**src/brownout_defs.svh**
```systemverilog
`ifndef BROWNOUT_DEFS_SVH
`define BROWNOUT_DEFS_SVH

// register bus geometry
`define ADDR_W            16
`define DATA_W            8

// register offsets
`define REG_HOLD_RELEASE  16'h2107
`define REG_SOURCE_SELECT 16'h2108
`define REG_LOWEST_LEVEL  16'h2109
`define REG_LOWEST_GAIN   16'h210a
`define REG_LOWEST_LIMIT  16'h210b
`define REG_ENGINE_ENABLE 16'h210d
`define REG_AUTO_RESTART  16'h210e

// field positions
`define BIT_HOLD_RELEASE  0
`define BIT_INPUT_SELECT  0
`define BIT_ENGINE_EN     0
`define BIT_LIMITER_EN    1
`define BIT_SPK_RECOVER   0
`define BIT_BAT_RECOVER   1
`define BIT_THERM_RECOVER 2
`define BIT_OVC_RECOVER   3

// reset values and fillers
`define RESET_BIT         1'b0
`define RESET_BYTE        8'h00
`define ZERO_BYTE         8'h00

// deepest-level codes, larger code is deeper
`define LEVEL_W           3
`define LEVEL_INACTIVE    3'h0
`define LEVEL_3           3'h1
`define LEVEL_2           3'h2
`define LEVEL_1           3'h3
`define LEVEL_0           3'h4

// fixed-point layouts
`define GAIN_INT_W        5
`define GAIN_FRAC_W       3
`define LIMIT_INT_W       4
`define LIMIT_FRAC_W      4

// capture slots
`define TRACK_COUNT       3
`define TRACK_LEVEL       0
`define TRACK_GAIN        1
`define TRACK_LIMIT       2

`endif

```
**src/brownout_pkg.sv**
```systemverilog
`include "brownout_defs.svh"

package brownout_pkg;

	typedef logic [`ADDR_W-1:0] reg_addr_type;
	typedef logic [`DATA_W-1:0] reg_data_type;

	typedef enum logic [`LEVEL_W-1:0] {
		LVL_INACTIVE = `LEVEL_INACTIVE,
		LVL_3        = `LEVEL_3,
		LVL_2        = `LEVEL_2,
		LVL_1        = `LEVEL_1,
		LVL_0        = `LEVEL_0
	} level_type;

	typedef struct packed {
		logic [`GAIN_INT_W-1:0]  whole_db;
		logic [`GAIN_FRAC_W-1:0] eighth_db;
	} gain_type;

	typedef struct packed {
		logic [`LIMIT_INT_W-1:0]  whole_db;
		logic [`LIMIT_FRAC_W-1:0] sixteenth_db;
	} limiter_type;

endpackage

```
**src/track_if.sv**
```systemverilog
`timescale 1ns/1ps

interface track_if #(
	parameter int WIDTH = 8
);
	logic [WIDTH-1:0] now;
	logic             take;
	logic [WIDTH-1:0] held;

	modport owner (
		input  now,
		input  take,
		output held
	);

	modport user (
		output now,
		output take,
		input  held
	);
endinterface
```
**src/brownout_engine_status_ctrl.sv**
```systemverilog
// Notes on behaviour
// RQ1 - writing one to the hold-release bit frees the engine; zero does nothing
// RQ2 - source select zero picks speaker-supply channel, one picks battery rail
// RQ3 - three-bit deepest level: 0 inactive, 1..4 levels 3..0, rest reserved
// RQ4 - each read of the deepest level reloads it with the current level
// RQ5 - deepest gain holds largest attenuation since last read, 5.3 format
// RQ6 - deepest limiter holds lowest limiter setting since last read, 4.4 format; the capture keeps the highest value instead
// RQ7 - enable bit 1 turns the limiter on, resets to zero
// RQ8 - enable bit 0 turns the whole engine on, resets to zero
// RQ9 - restart bit 3 set makes overcurrent recovery automatic
// RQ10 - restart bit 2 set makes thermal shutdown recovery automatic
// RQ11 - restart bit 1 set makes battery-rail lockout recovery automatic
// RQ12 - restart bit 0 set makes speaker-rail lockout recovery automatic
// RQ13 - hold-release register reads zero and acts as a one-cycle pulse
`timescale 1ns/1ps
`include "brownout_defs.svh"

module brownout_engine_status_ctrl
	import brownout_pkg::*;
(
	input  wire logic                      clk,
	input  wire logic                      rst,
	input  wire brownout_pkg::reg_addr_type reg_addr,
	input  wire brownout_pkg::reg_data_type reg_wdata,
	input  wire logic                      reg_wr,
	input  wire logic                      reg_rd,
	output      brownout_pkg::reg_data_type reg_rdata_q,
	input  wire brownout_pkg::level_type    level_now,
	input  wire brownout_pkg::gain_type     gain_now,
	input  wire brownout_pkg::limiter_type  limiter_now,
	output      logic                      hold_release_q,
	output      logic                      engine_input_select_q,
	output      logic                      engine_enable_q,
	output      logic                      limiter_enable_q,
	output      logic                      overcurrent_auto_recover_q,
	output      logic                      thermal_auto_recover_q,
	output      logic                      battery_rail_auto_recover_q,
	output      logic                      speaker_rail_auto_recover_q
);
	import brownout_pkg::*;

	function automatic logic hit(input reg_addr_type a,
	                             input reg_addr_type off);
		hit = (a == off);
	endfunction

	function automatic reg_addr_type track_addr(input int slot);
		case (slot)
			`TRACK_LEVEL: track_addr = `REG_LOWEST_LEVEL;
			`TRACK_GAIN:  track_addr = `REG_LOWEST_GAIN;
			default:      track_addr = `REG_LOWEST_LIMIT;
		endcase
	endfunction

	logic         wr_hold;
	logic         wr_source;
	logic         wr_enable;
	logic         wr_restart;
	reg_data_type now_vec  [`TRACK_COUNT];
	reg_data_type held_vec [`TRACK_COUNT];

	assign wr_hold    = reg_wr && hit(reg_addr, `REG_HOLD_RELEASE);
	assign wr_source  = reg_wr && hit(reg_addr, `REG_SOURCE_SELECT);
	assign wr_enable  = reg_wr && hit(reg_addr, `REG_ENGINE_ENABLE);
	assign wr_restart = reg_wr && hit(reg_addr, `REG_AUTO_RESTART);

	assign now_vec[`TRACK_LEVEL] = reg_data_type'(level_now);
	assign now_vec[`TRACK_GAIN]  = gain_now;
	assign now_vec[`TRACK_LIMIT] = limiter_now;

	// deepest-value captures; a read reloads the slot read
	genvar gi;
	generate
		for (gi = 0; gi < `TRACK_COUNT; gi++) begin : trk
			track_if #(.WIDTH(`DATA_W)) link ();
			deepest_tracker #(.WIDTH(`DATA_W)) u_track (
				.clk  (clk),
				.rst  (rst),
				.port (link.owner)
			);
			assign link.now  = now_vec[gi];
			// RQ4 reload on read
			assign link.take = reg_rd && hit(reg_addr, track_addr(gi));
			assign held_vec[gi] = link.held;
		end
	endgenerate

	// control register group
	logic hold_release_d;
	logic engine_input_select_d;
	logic engine_enable_d;
	logic limiter_enable_d;
	logic overcurrent_auto_recover_d;
	logic thermal_auto_recover_d;
	logic battery_rail_auto_recover_d;
	logic speaker_rail_auto_recover_d;

	always_comb begin
		// RQ13 release is a pulse
		hold_release_d = `RESET_BIT;
		// RQ1 only a one releases
		if (wr_hold) begin
			hold_release_d = reg_wdata[`BIT_HOLD_RELEASE];
		end
		engine_input_select_d = engine_input_select_q;
		// RQ2 input channel choice
		if (wr_source) begin
			engine_input_select_d = reg_wdata[`BIT_INPUT_SELECT];
		end
		engine_enable_d  = engine_enable_q;
		limiter_enable_d = limiter_enable_q;
		if (wr_enable) begin
			// RQ8 engine on bit
			engine_enable_d  = reg_wdata[`BIT_ENGINE_EN];
			// RQ7 limiter on bit
			limiter_enable_d = reg_wdata[`BIT_LIMITER_EN];
		end
		overcurrent_auto_recover_d  = overcurrent_auto_recover_q;
		thermal_auto_recover_d      = thermal_auto_recover_q;
		battery_rail_auto_recover_d = battery_rail_auto_recover_q;
		speaker_rail_auto_recover_d = speaker_rail_auto_recover_q;
		if (wr_restart) begin
			// RQ9 overcurrent auto mode
			overcurrent_auto_recover_d  = reg_wdata[`BIT_OVC_RECOVER];
			// RQ10 thermal auto mode
			thermal_auto_recover_d      = reg_wdata[`BIT_THERM_RECOVER];
			// RQ11 battery lockout auto
			battery_rail_auto_recover_d = reg_wdata[`BIT_BAT_RECOVER];
			// RQ12 speaker lockout auto
			speaker_rail_auto_recover_d = reg_wdata[`BIT_SPK_RECOVER];
		end
	end

	always_ff @(posedge clk) begin
		if (rst) begin
			hold_release_q              <= `RESET_BIT;
			engine_input_select_q       <= `RESET_BIT;
			engine_enable_q             <= `RESET_BIT;
			limiter_enable_q            <= `RESET_BIT;
			overcurrent_auto_recover_q  <= `RESET_BIT;
			thermal_auto_recover_q      <= `RESET_BIT;
			battery_rail_auto_recover_q <= `RESET_BIT;
			speaker_rail_auto_recover_q <= `RESET_BIT;
		end else begin
			hold_release_q              <= hold_release_d;
			engine_input_select_q       <= engine_input_select_d;
			engine_enable_q             <= engine_enable_d;
			limiter_enable_q            <= limiter_enable_d;
			overcurrent_auto_recover_q  <= overcurrent_auto_recover_d;
			thermal_auto_recover_q      <= thermal_auto_recover_d;
			battery_rail_auto_recover_q <= battery_rail_auto_recover_d;
			speaker_rail_auto_recover_q <= speaker_rail_auto_recover_d;
		end
	end

	// read path; data lands one cycle after the read strobe, so a
	// capture read returns the value held before its own reload
	reg_data_type reg_rdata_d;

	always_comb begin
		reg_rdata_d = `ZERO_BYTE;
		if (reg_rd) begin
			case (reg_addr)
				// RQ13 write-only reads zero
				`REG_HOLD_RELEASE:  reg_rdata_d = `ZERO_BYTE;
				`REG_SOURCE_SELECT: begin
					reg_rdata_d[`BIT_INPUT_SELECT] = engine_input_select_q;
				end
				// RQ3 level in low bits
				`REG_LOWEST_LEVEL:  reg_rdata_d = held_vec[`TRACK_LEVEL];
				// RQ5 gain capture
				`REG_LOWEST_GAIN:   reg_rdata_d = held_vec[`TRACK_GAIN];
				// RQ6 limiter capture
				`REG_LOWEST_LIMIT:  reg_rdata_d = held_vec[`TRACK_LIMIT];
				`REG_ENGINE_ENABLE: begin
					reg_rdata_d[`BIT_ENGINE_EN]  = engine_enable_q;
					reg_rdata_d[`BIT_LIMITER_EN] = limiter_enable_q;
				end
				`REG_AUTO_RESTART: begin
					reg_rdata_d[`BIT_OVC_RECOVER]   = overcurrent_auto_recover_q;
					reg_rdata_d[`BIT_THERM_RECOVER] = thermal_auto_recover_q;
					reg_rdata_d[`BIT_BAT_RECOVER]   = battery_rail_auto_recover_q;
					reg_rdata_d[`BIT_SPK_RECOVER]   = speaker_rail_auto_recover_q;
				end
				default:            reg_rdata_d = `ZERO_BYTE;
			endcase
		end
	end

	always_ff @(posedge clk) begin
		if (rst) begin
			reg_rdata_q <= `RESET_BYTE;
		end else begin
			reg_rdata_q <= reg_rdata_d;
		end
	end
endmodule

```
**src/deepest_tracker.sv**
```systemverilog
`timescale 1ns/1ps
`include "brownout_defs.svh"

module deepest_tracker #(
	parameter int WIDTH = 8
) (
	input wire logic clk,
	input wire logic rst,
	track_if.owner   port
);
	logic [WIDTH-1:0] held_q;
	logic [WIDTH-1:0] held_d;

	// a read reloads with the live value so tracking restarts there
	always_comb begin
		held_d = held_q;
		if (port.take) begin
			held_d = port.now;
		end else if (port.now > held_q) begin
			held_d = port.now;
		end
	end

	always_ff @(posedge clk) begin
		if (rst) begin
			held_q <= WIDTH'(`RESET_BYTE);
		end else begin
			held_q <= held_d;
		end
	end

	assign port.held = held_q;
endmodule

```
**config.mk**
```make
export PLATFORM = sky130hd
export DESIGN_NAME = brownout_engine_status_ctrl
export DESIGN_NICKNAME = d
export VERILOG_FILES = /design/src/brownout_pkg.sv /design/src/track_if.sv /design/src/brownout_engine_status_ctrl.sv /design/src/deepest_tracker.sv
export VERILOG_INCLUDE_DIRS = /design/src
export SDC_FILE = /design/constraint.sdc
export NUM_CORES = 1
export LEC_CHECK = 0
export ABC_AREA = 1
export BUFFER_PORTS_ARGS = -buffer_cell sky130_fd_sc_hd__buf_2
export CELL_PAD_IN_SITES_DETAIL_PLACEMENT = 0
export CELL_PAD_IN_SITES_GLOBAL_PLACEMENT = 1
export CORE_MARGIN = 2
export CORE_UTILIZATION = 38
export CTS_CLUSTER_SIZE = 16
export DETAILED_ROUTE_END_ITERATION = 16
export PLACE_DENSITY_LB_ADDON = 0.12
export SLEW_MARGIN = 20
export SYNTH_ARGS = -nofsm -noshare
export SYNTH_HDL_FRONTEND = slang
export SYNTH_HIERARCHICAL = 1
export SYNTH_SLANG_ARGS = --single-unit
```
**constraint.sdc**
```tcl
create_clock -name clk -period 1.6 [get_ports clk]
set_input_delay 0.08 -clock clk [delete_from_list [all_inputs] [get_ports clk]]
set_output_delay 0.08 -clock clk [all_outputs]
set_load 0.02 [all_outputs]
```
==> Yosys cells after proc, flatten, opt, wreduce, memory -nomap -nowiden <==
Cells that the tools add are included.
{ "totals": {"rom_bits": 0, "out_inout_bits": 16, "ram_bits": 0, "word_cells": 46, "n_memories": 0, "reg_bits": 35, "latchBits": 0} }
{ "op_classes": {"order_cmp": 3, "add_sub_neg": 0, "eq_ne": 7, "mux": 10, "reduce_logical": 12, "n_shift": 0, "multipliers": 0, "bitwise_logic": 2, "div": 0} }
{ "op_table": {"columns": ["cell", "n"], "rows": [
  ["16-bit by 14-bit == test with 1-bit output (second input constant)", 7],
  ["8-bit two-way mux", 4],
  ["8-bit greater-than comparator", 2],
  ["2-bit one-hot mux with 4 select lines", 1],
  ["4-bit one-hot mux with 2 select lines", 1],
  ["1-bit logical AND", 7],
  ["3-bit two-way mux", 2],
  ["1-bit one-hot mux with 6 select lines", 1],
  ["2-bit nonzero test", 3],
  ["1-bit one-hot mux with 5 select lines", 1],
  ["2-bit OR reduction", 2],
  ["3-bit greater-than comparator", 1],
  ["1-bit inverter", 2]
]} }

==> Logic depth before layout (Yosys ltp) <==
{ "depth": {"word_depth": 4, "depth_mapped": 14} }

==> Modules after synthesis <==
Netlist, hierarchy kept.
{ "modules_own_cells": {"columns": ["mod", "seq_area_each_um2", "n_inst", "cells_per_inst", "area_each_um2"], "rows": [
  ["deepest_tracker", 160.2, 3, 81, 563.0],
  ["brownout_engine_status_ctrl", 320.3, 1, 163, 1031.0]
]} }

==> Worst setup path before layout <==
OpenSTA, ideal clock, no wires.
{ "synth_path": {"path_type": "register to register", "start": "register trk[1].u_track.held_q[7]", "end": "register trk[1].u_track.held_q[1]", "path_slack_ns": 0.165, "period_less_slack_ns": 1.435, "t_required_ns": 1.485, "path_buffers": 1, "path_stages_with_launch": 11, "arrival_time_ns": 1.320, "path_cell_list": "dfxtp_1 -> inv_1 -> ha_1 -> a21o_1 -> nor2_1 -> nand2_1 -> nand2_2 -> buf_6 -> nand3_2 -> nand2_1 -> nor2_1"} }
{ "synth_between": {"elab_chain_cells": 2} }
{ "synth_lines": {"columns": ["element", "line", "text"], "rows": [
  ["start: declaration", "deepest_tracker.sv:11", "logic [WIDTH-1:0] held_q;"],
  ["start signal: assignment", "deepest_tracker.sv:26", "held_q <= WIDTH'(`RESET_BYTE);"],
  ["start signal: assignment", "deepest_tracker.sv:28", "held_q <= held_d;"],
  ["8-bit greater-than comparator", "deepest_tracker.sv:19", "end else if (port.now > held_q) begin"],
  ["2-bit nonzero test (no source line)", null, null]
]} }
No other way between the ends.
A chain may end at the register's enable or synchronous reset.

==> Worst setup path in the final report <==
{ "layout_path": {"start": "register trk[1].u_track.held_q[5]", "end": "register trk[1].u_track.held_q[5]"} }
Same word-level chain as after synthesis.

==> impl_results.html <==
<table>
<tr><th>Metric</th><th>Value</th></tr>
<tr><th colspan="2">Run status</th></tr>
<tr><td>Run status</td><td>finished with violations</td></tr>
<tr><td>Violations in the final reports</td><td>setup timing</td></tr>
<tr><th colspan="2">Die</th></tr>
<tr><td>Count of boundary I/O pins</td><td>63</td></tr>
<tr><td>Initial cell density of the core</td><td>0.396</td></tr>
<tr><td>Core Footprint</td><td>6870 um^2</td></tr>
<tr><td>Num rows</td><td>30</td></tr>
<tr><td>Y dimension of the die</td><td>88.6 um</td></tr>
<tr><td>Die Span X</td><td>88.6 um</td></tr>
<tr><td>Total Die Area</td><td>7850 um^2</td></tr>
<tr><th colspan="2">Global routing</th></tr>
<tr><td>Pin count of the biggest net entering global routing</td><td>17</td></tr>
<tr><td>Antenna violations before repair</td><td>0</td></tr>
<tr><td>Number of global-route vias before repair</td><td>2,386</td></tr>
<tr><td>Gr ovfl total</td><td>0</td></tr>
<tr><td>First-pass GRT wire length</td><td>10,700 um</td></tr>
<tr><td>Combined global-route utilization of all metal layers</td><td>0.173</td></tr>
<tr><th colspan="2">Pwr</th></tr>
<tr><td>Maximum vdd ir drop</td><td>502 uV</td></tr>
<tr><td>Reported leakage power</td><td>1.81 nW</td></tr>
<tr><td>Pwr/cell area</td><td>934 nW/um^2</td></tr>
<tr><th colspan="2">Placement</th></tr>
<tr><td>Area after DPL</td><td>3170 um^2</td></tr>
<tr><td>Worst slack after detailed placement</td><td>-0.0148 ns</td></tr>
<tr><td>Final HPWL DP</td><td>5000 um</td></tr>
<tr><td>Port Buffer Count</td><td>58</td></tr>
<tr><td>Global placement routability congestion</td><td>0.777</td></tr>
<tr><th colspan="2">Synthesis</th></tr>
<tr><td>Post-synthesis cell area</td><td>2720 um^2</td></tr>
<tr><td>Number of distinct standard cells referenced by the synthesized netlist</td><td>22</td></tr>
<tr><td>Synth Register Bits</td><td>40</td></tr>
<tr><td>EDFF count, synth</td><td>0</td></tr>
<tr><td>Share of flip-flops with an asynchronous set or reset</td><td>0</td></tr>
<tr><td>Most instantiated flip-flop cell in the synthesis netlist</td><td>dfxtp_1</td></tr>
<tr><td>Part of the Yosys area used for sequential elements</td><td>0.294</td></tr>
<tr><td>Ys Warns</td><td>6</td></tr>
<tr><td>Number of cells produced by synthesis</td><td>406</td></tr>
<tr><td>Avg Synthesized Cell Area</td><td>6.70 um^2</td></tr>
<tr><th colspan="2">Route</th></tr>
<tr><td>Vias per cell</td><td>4.62</td></tr>
<tr><td>DRC</td><td>0</td></tr>
<tr><td>Drt wl/cell</td><td>11.7 um</td></tr>
<tr><td>Initial detailed-routing violation count</td><td>118</td></tr>
<tr><td>Number of nets still failing antenna checks after routing</td><td>0</td></tr>
<tr><td>Total wirelength of the detailed-routed design</td><td>6900 um</td></tr>
<tr><td>Number of vias after detailed routing</td><td>2,714</td></tr>
<tr><td>First-pass DRT Iterations</td><td>4</td></tr>
<tr><th colspan="2">CTS</th></tr>
<tr><td>Number of H-tree branching levels</td><td>2</td></tr>
<tr><td>CTS clk-pin slew, worst paths</td><td>0.08 ns</td></tr>
<tr><td>Maximum buffer depth of the clock tree</td><td>2</td></tr>
<tr><td>Clock root buffer</td><td>clkbuf_8</td></tr>
<tr><td>TritonCTS clock tree</td><td>yes</td></tr>
<tr><td>Sink count of the clock tree</td><td>40</td></tr>
<tr><td>Hold Buf Count CTS</td><td>0</td></tr>
<tr><td>Skew-Pair Late Insertion Delay</td><td>0.29 ns</td></tr>
<tr><td>Clock buffer count from CTS</td><td>5</td></tr>
<tr><th colspan="2">STA</th></tr>
<tr><td>Timing-limited maximum frequency</td><td>614 MHz</td></tr>
<tr><td>Final setup violation count</td><td>1</td></tr>
<tr><td>Minimum setup slack in the final design</td><td>-0.0289 ns</td></tr>
<tr><td>Hold Worst Slack</td><td>0.0265 ns</td></tr>
<tr><td>Worst-case clock skew</td><td>0.00809 ns</td></tr>
<tr><td>Worst slew slack as a fraction of its limit</td><td>0.583</td></tr>
<tr><td>Tightest Pin Transition</td><td>0.624 ns</td></tr>
<tr><td>Max-slew violations</td><td>0</td></tr>
<tr><td>Period Utilization, post-route</td><td>1.02</td></tr>
<tr><td>RSZ-0062 raised after global routing</td><td>yes</td></tr>
<tr><td>Min cycle time layout</td><td>1.63 ns</td></tr>
<tr><td>Final hold violation count</td><td>0</td></tr>
<tr><th colspan="2">Layout</th></tr>
<tr><td>Fillcell total</td><td>695</td></tr>
<tr><td>Antenna diode count</td><td>0</td></tr>
<tr><td>Final #Nets</td><td>562</td></tr>
<tr><td>Post-route cell area</td><td>3630 um^2</td></tr>
<tr><td>Utilization of the core after routing</td><td>0.529</td></tr>
<tr><td>Layout-stage area growth over the synthesis result</td><td>33.5%</td></tr>
<tr><td>Layout cell share with drive strength beyond 1</td><td>0.368</td></tr>
<tr><th colspan="2">Job</th></tr>
<tr><td>Max-cap violations</td><td>0</td></tr>
<tr><th colspan="2">Hold path</th></tr>
<tr><td>Hold path start</td><td>limiter_now[2]</td></tr>
<tr><td>Depth of the worst hold-timing path</td><td>3</td></tr>
<tr><td>Worst Hold Endpoint</td><td>trk[2].u_track/port.held[2]</td></tr>
<tr><td>Hold Crit Class</td><td>in2reg</td></tr>
<tr><th colspan="2">Worst setup path</th></tr>
<tr><td>Crit Reg-Reg Endpoint</td><td>trk[1].u_track/port.held[5]</td></tr>
<tr><td>CP Max Fanout</td><td>8</td></tr>
<tr><td>Crit-path slowest cell</td><td>dfxtp_2</td></tr>
<tr><td>Worst path required time</td><td>1.79 ns</td></tr>
<tr><td>Crit-path cells</td><td>inv_2 &gt; ha_4 &gt; nand2_2 &gt; nor2_4 &gt; nand4_1 &gt; nand2_4 &gt; nand3_2 &gt; nand2_1 &gt; nor2_1</td></tr>
<tr><td>Type of the worst setup path</td><td>reg2reg</td></tr>
<tr><td>Worst flop-to-flop path startpoint</td><td>trk[1].u_track/port.held[5]</td></tr>
<tr><td>Family of cells with the greatest summed delay on the critical path</td><td>simple AND/OR/NAND/NOR gates</td></tr>
<tr><td>Setup crit start kind</td><td>register</td></tr>
<tr><td>Count of buffering cells on the critical path with inverters included</td><td>1</td></tr>
<tr><td>Arrival time worst endpoint</td><td>1.82 ns</td></tr>
<tr><td>Setup slack of the most critical reg-to-reg path</td><td>-0.03 ns</td></tr>
<tr><td>Worst path max stage delay</td><td>0.34 ns</td></tr>
<tr><td>Worst reg2reg path depth</td><td>9</td></tr>
<tr><td>Critical Path Sink Type</td><td>register</td></tr>
</table>
[stage by stage]
step,total power [mW],instances,TNS [ns]
floorplan,1.98,415,0
global placement,2.20,571,-0.00863
detailed placement,2.22,571,-0.0635
CTS,3.06,579,0
global route,3.66,588,-0.831
finish,3.39,588,-0.0289
[timing repair]
item / in CTS / in global routing
buffers inserted: 0 / 6
setup endpoints to repair: 13 / 24
cloned: 0 / 3
gates resized for setup: 2 / 61
pin swaps: 0 / 17
[cells in the final DEF (no fill, tap or decap), drive strengths merged]
| master | count |
|---|---|
| buf | 76 |
| and2 | 1 |
| clkbuf | 6 |
| nand4 | 3 |
| nor2 | 62 |
| bufinv | 1 |
| nand2 | 106 |
| a21oi | 40 |
| conb | 10 |
| clkinv | 1 |
| dfxtp | 40 |
| nand3 | 52 |
| nor3 | 1 |
| o21ai | 3 |
| inv | 63 |
| ha | 24 |
| a21o | 3 |
[synth_stat cells (2+ instances only)]
cell     instances  area (um^2)
nand3_1         41          205
inv_1           56          210
dfxtp_1         40          801
nor2_1          49          184
nand2_1         93          349
nand4_1          3         18.8
o21ai_0          3         15.0
buf_6            7         78.8
nor2_4           3         33.8
a21o_1           3         22.5
nand2_2          9         56.3
ha_1            24          300
inv_2            7         26.3
buf_2            2         10.0
a21oi_1         40          200
nand3_2         11          110
nor2_2          10         62.6
[power breakdown]
part / switching (mW) / internal (mW) / total, mW
clock: 0.363 / 0.463 / 0.827
combinational: 0.751 / 0.581 / 1.33
sequential: 0.0868 / 1.14 / 1.23
[cell families (layout without fill, tap and decap cells)]
family	Yosys count	in the layout	synth area share
flip-flops	40	40	0.294
other	1	10	0.00138
AND/OR/NAND/NOR	222	225	0.384
AO/OA/AOI/OAI	46	46	0.0874
buffers and inverters	73	147	0.122
adder cells (fa/ha/maj)	24	24	0.110
[worst max path at each step]
stage	startpoint	to	slack, ns	cells after the start
2_1_floorplan	trk[1].u_track/port.held[7]	trk[1].u_track/port.held[1]	0.16	10
3_3_place_gp	trk[1].u_track/port.held[1]	trk[1].u_track/port.held[6]	-0.008	12
3_5_place_dp	trk[1].u_track/port.held[7]	trk[1].u_track/port.held[0]	-0.01	9
4_1_cts	trk[0].u_track/port.held[1]	trk[0].u_track/port.held[3]	0.003	12
5_1_grt	trk[1].u_track/port.held[5]	trk[1].u_track/port.held[5]	-0.12	9
6_report	trk[1].u_track/port.held[5]	trk[1].u_track/port.held[5]	-0.03	9
[layer usage]
| metal | share of wire | track usage | up-vias |
|---|---|---|---|
| met5 | 0 | 0 | - |
| met4 | 0.0068 | 0.0441 | 0 |
| met3 | 0.038 | 0.0317 | 4 |
| met2 | 0.48 | 0.281 | 50 |
| met1 | 0.47 | 0.237 | 1203 |
| li1 | - | - | 1457 |
[state kept, by name, indices dropped and copies added, names as in the netlist]
signal and flops:
engine_enable_q 1, speaker_rail_auto_recover_q 1, battery_rail_auto_recover_q 1, limiter_enable_q 1
engine_input_select_q 1, hold_release_q 1, reg_rdata_q 8, thermal_auto_recover_q 1
trk.u_track/port.held 24, overcurrent_auto_recover_q 1
[final cells by class]
class                           instances  area (um^2)  share of cell area
Clock inverter                          2         35.0             0.00965
Timing Repair Buffer                   76          438               0.121
Tap cell                               96          120              0.0331
Multi-Input combinational cell        305         1910               0.526
Sequential cell                        40          818               0.225
Clock buffer                            6         72.6              0.0200
Inverter                               63          236              0.0651
[tightest hold or removal path, cell delays in order]
cell and delay, ns:
buf_2 0.09, a21oi_1 0.04, nor2_1 0.08
Power figures use the tool's default switching activity.
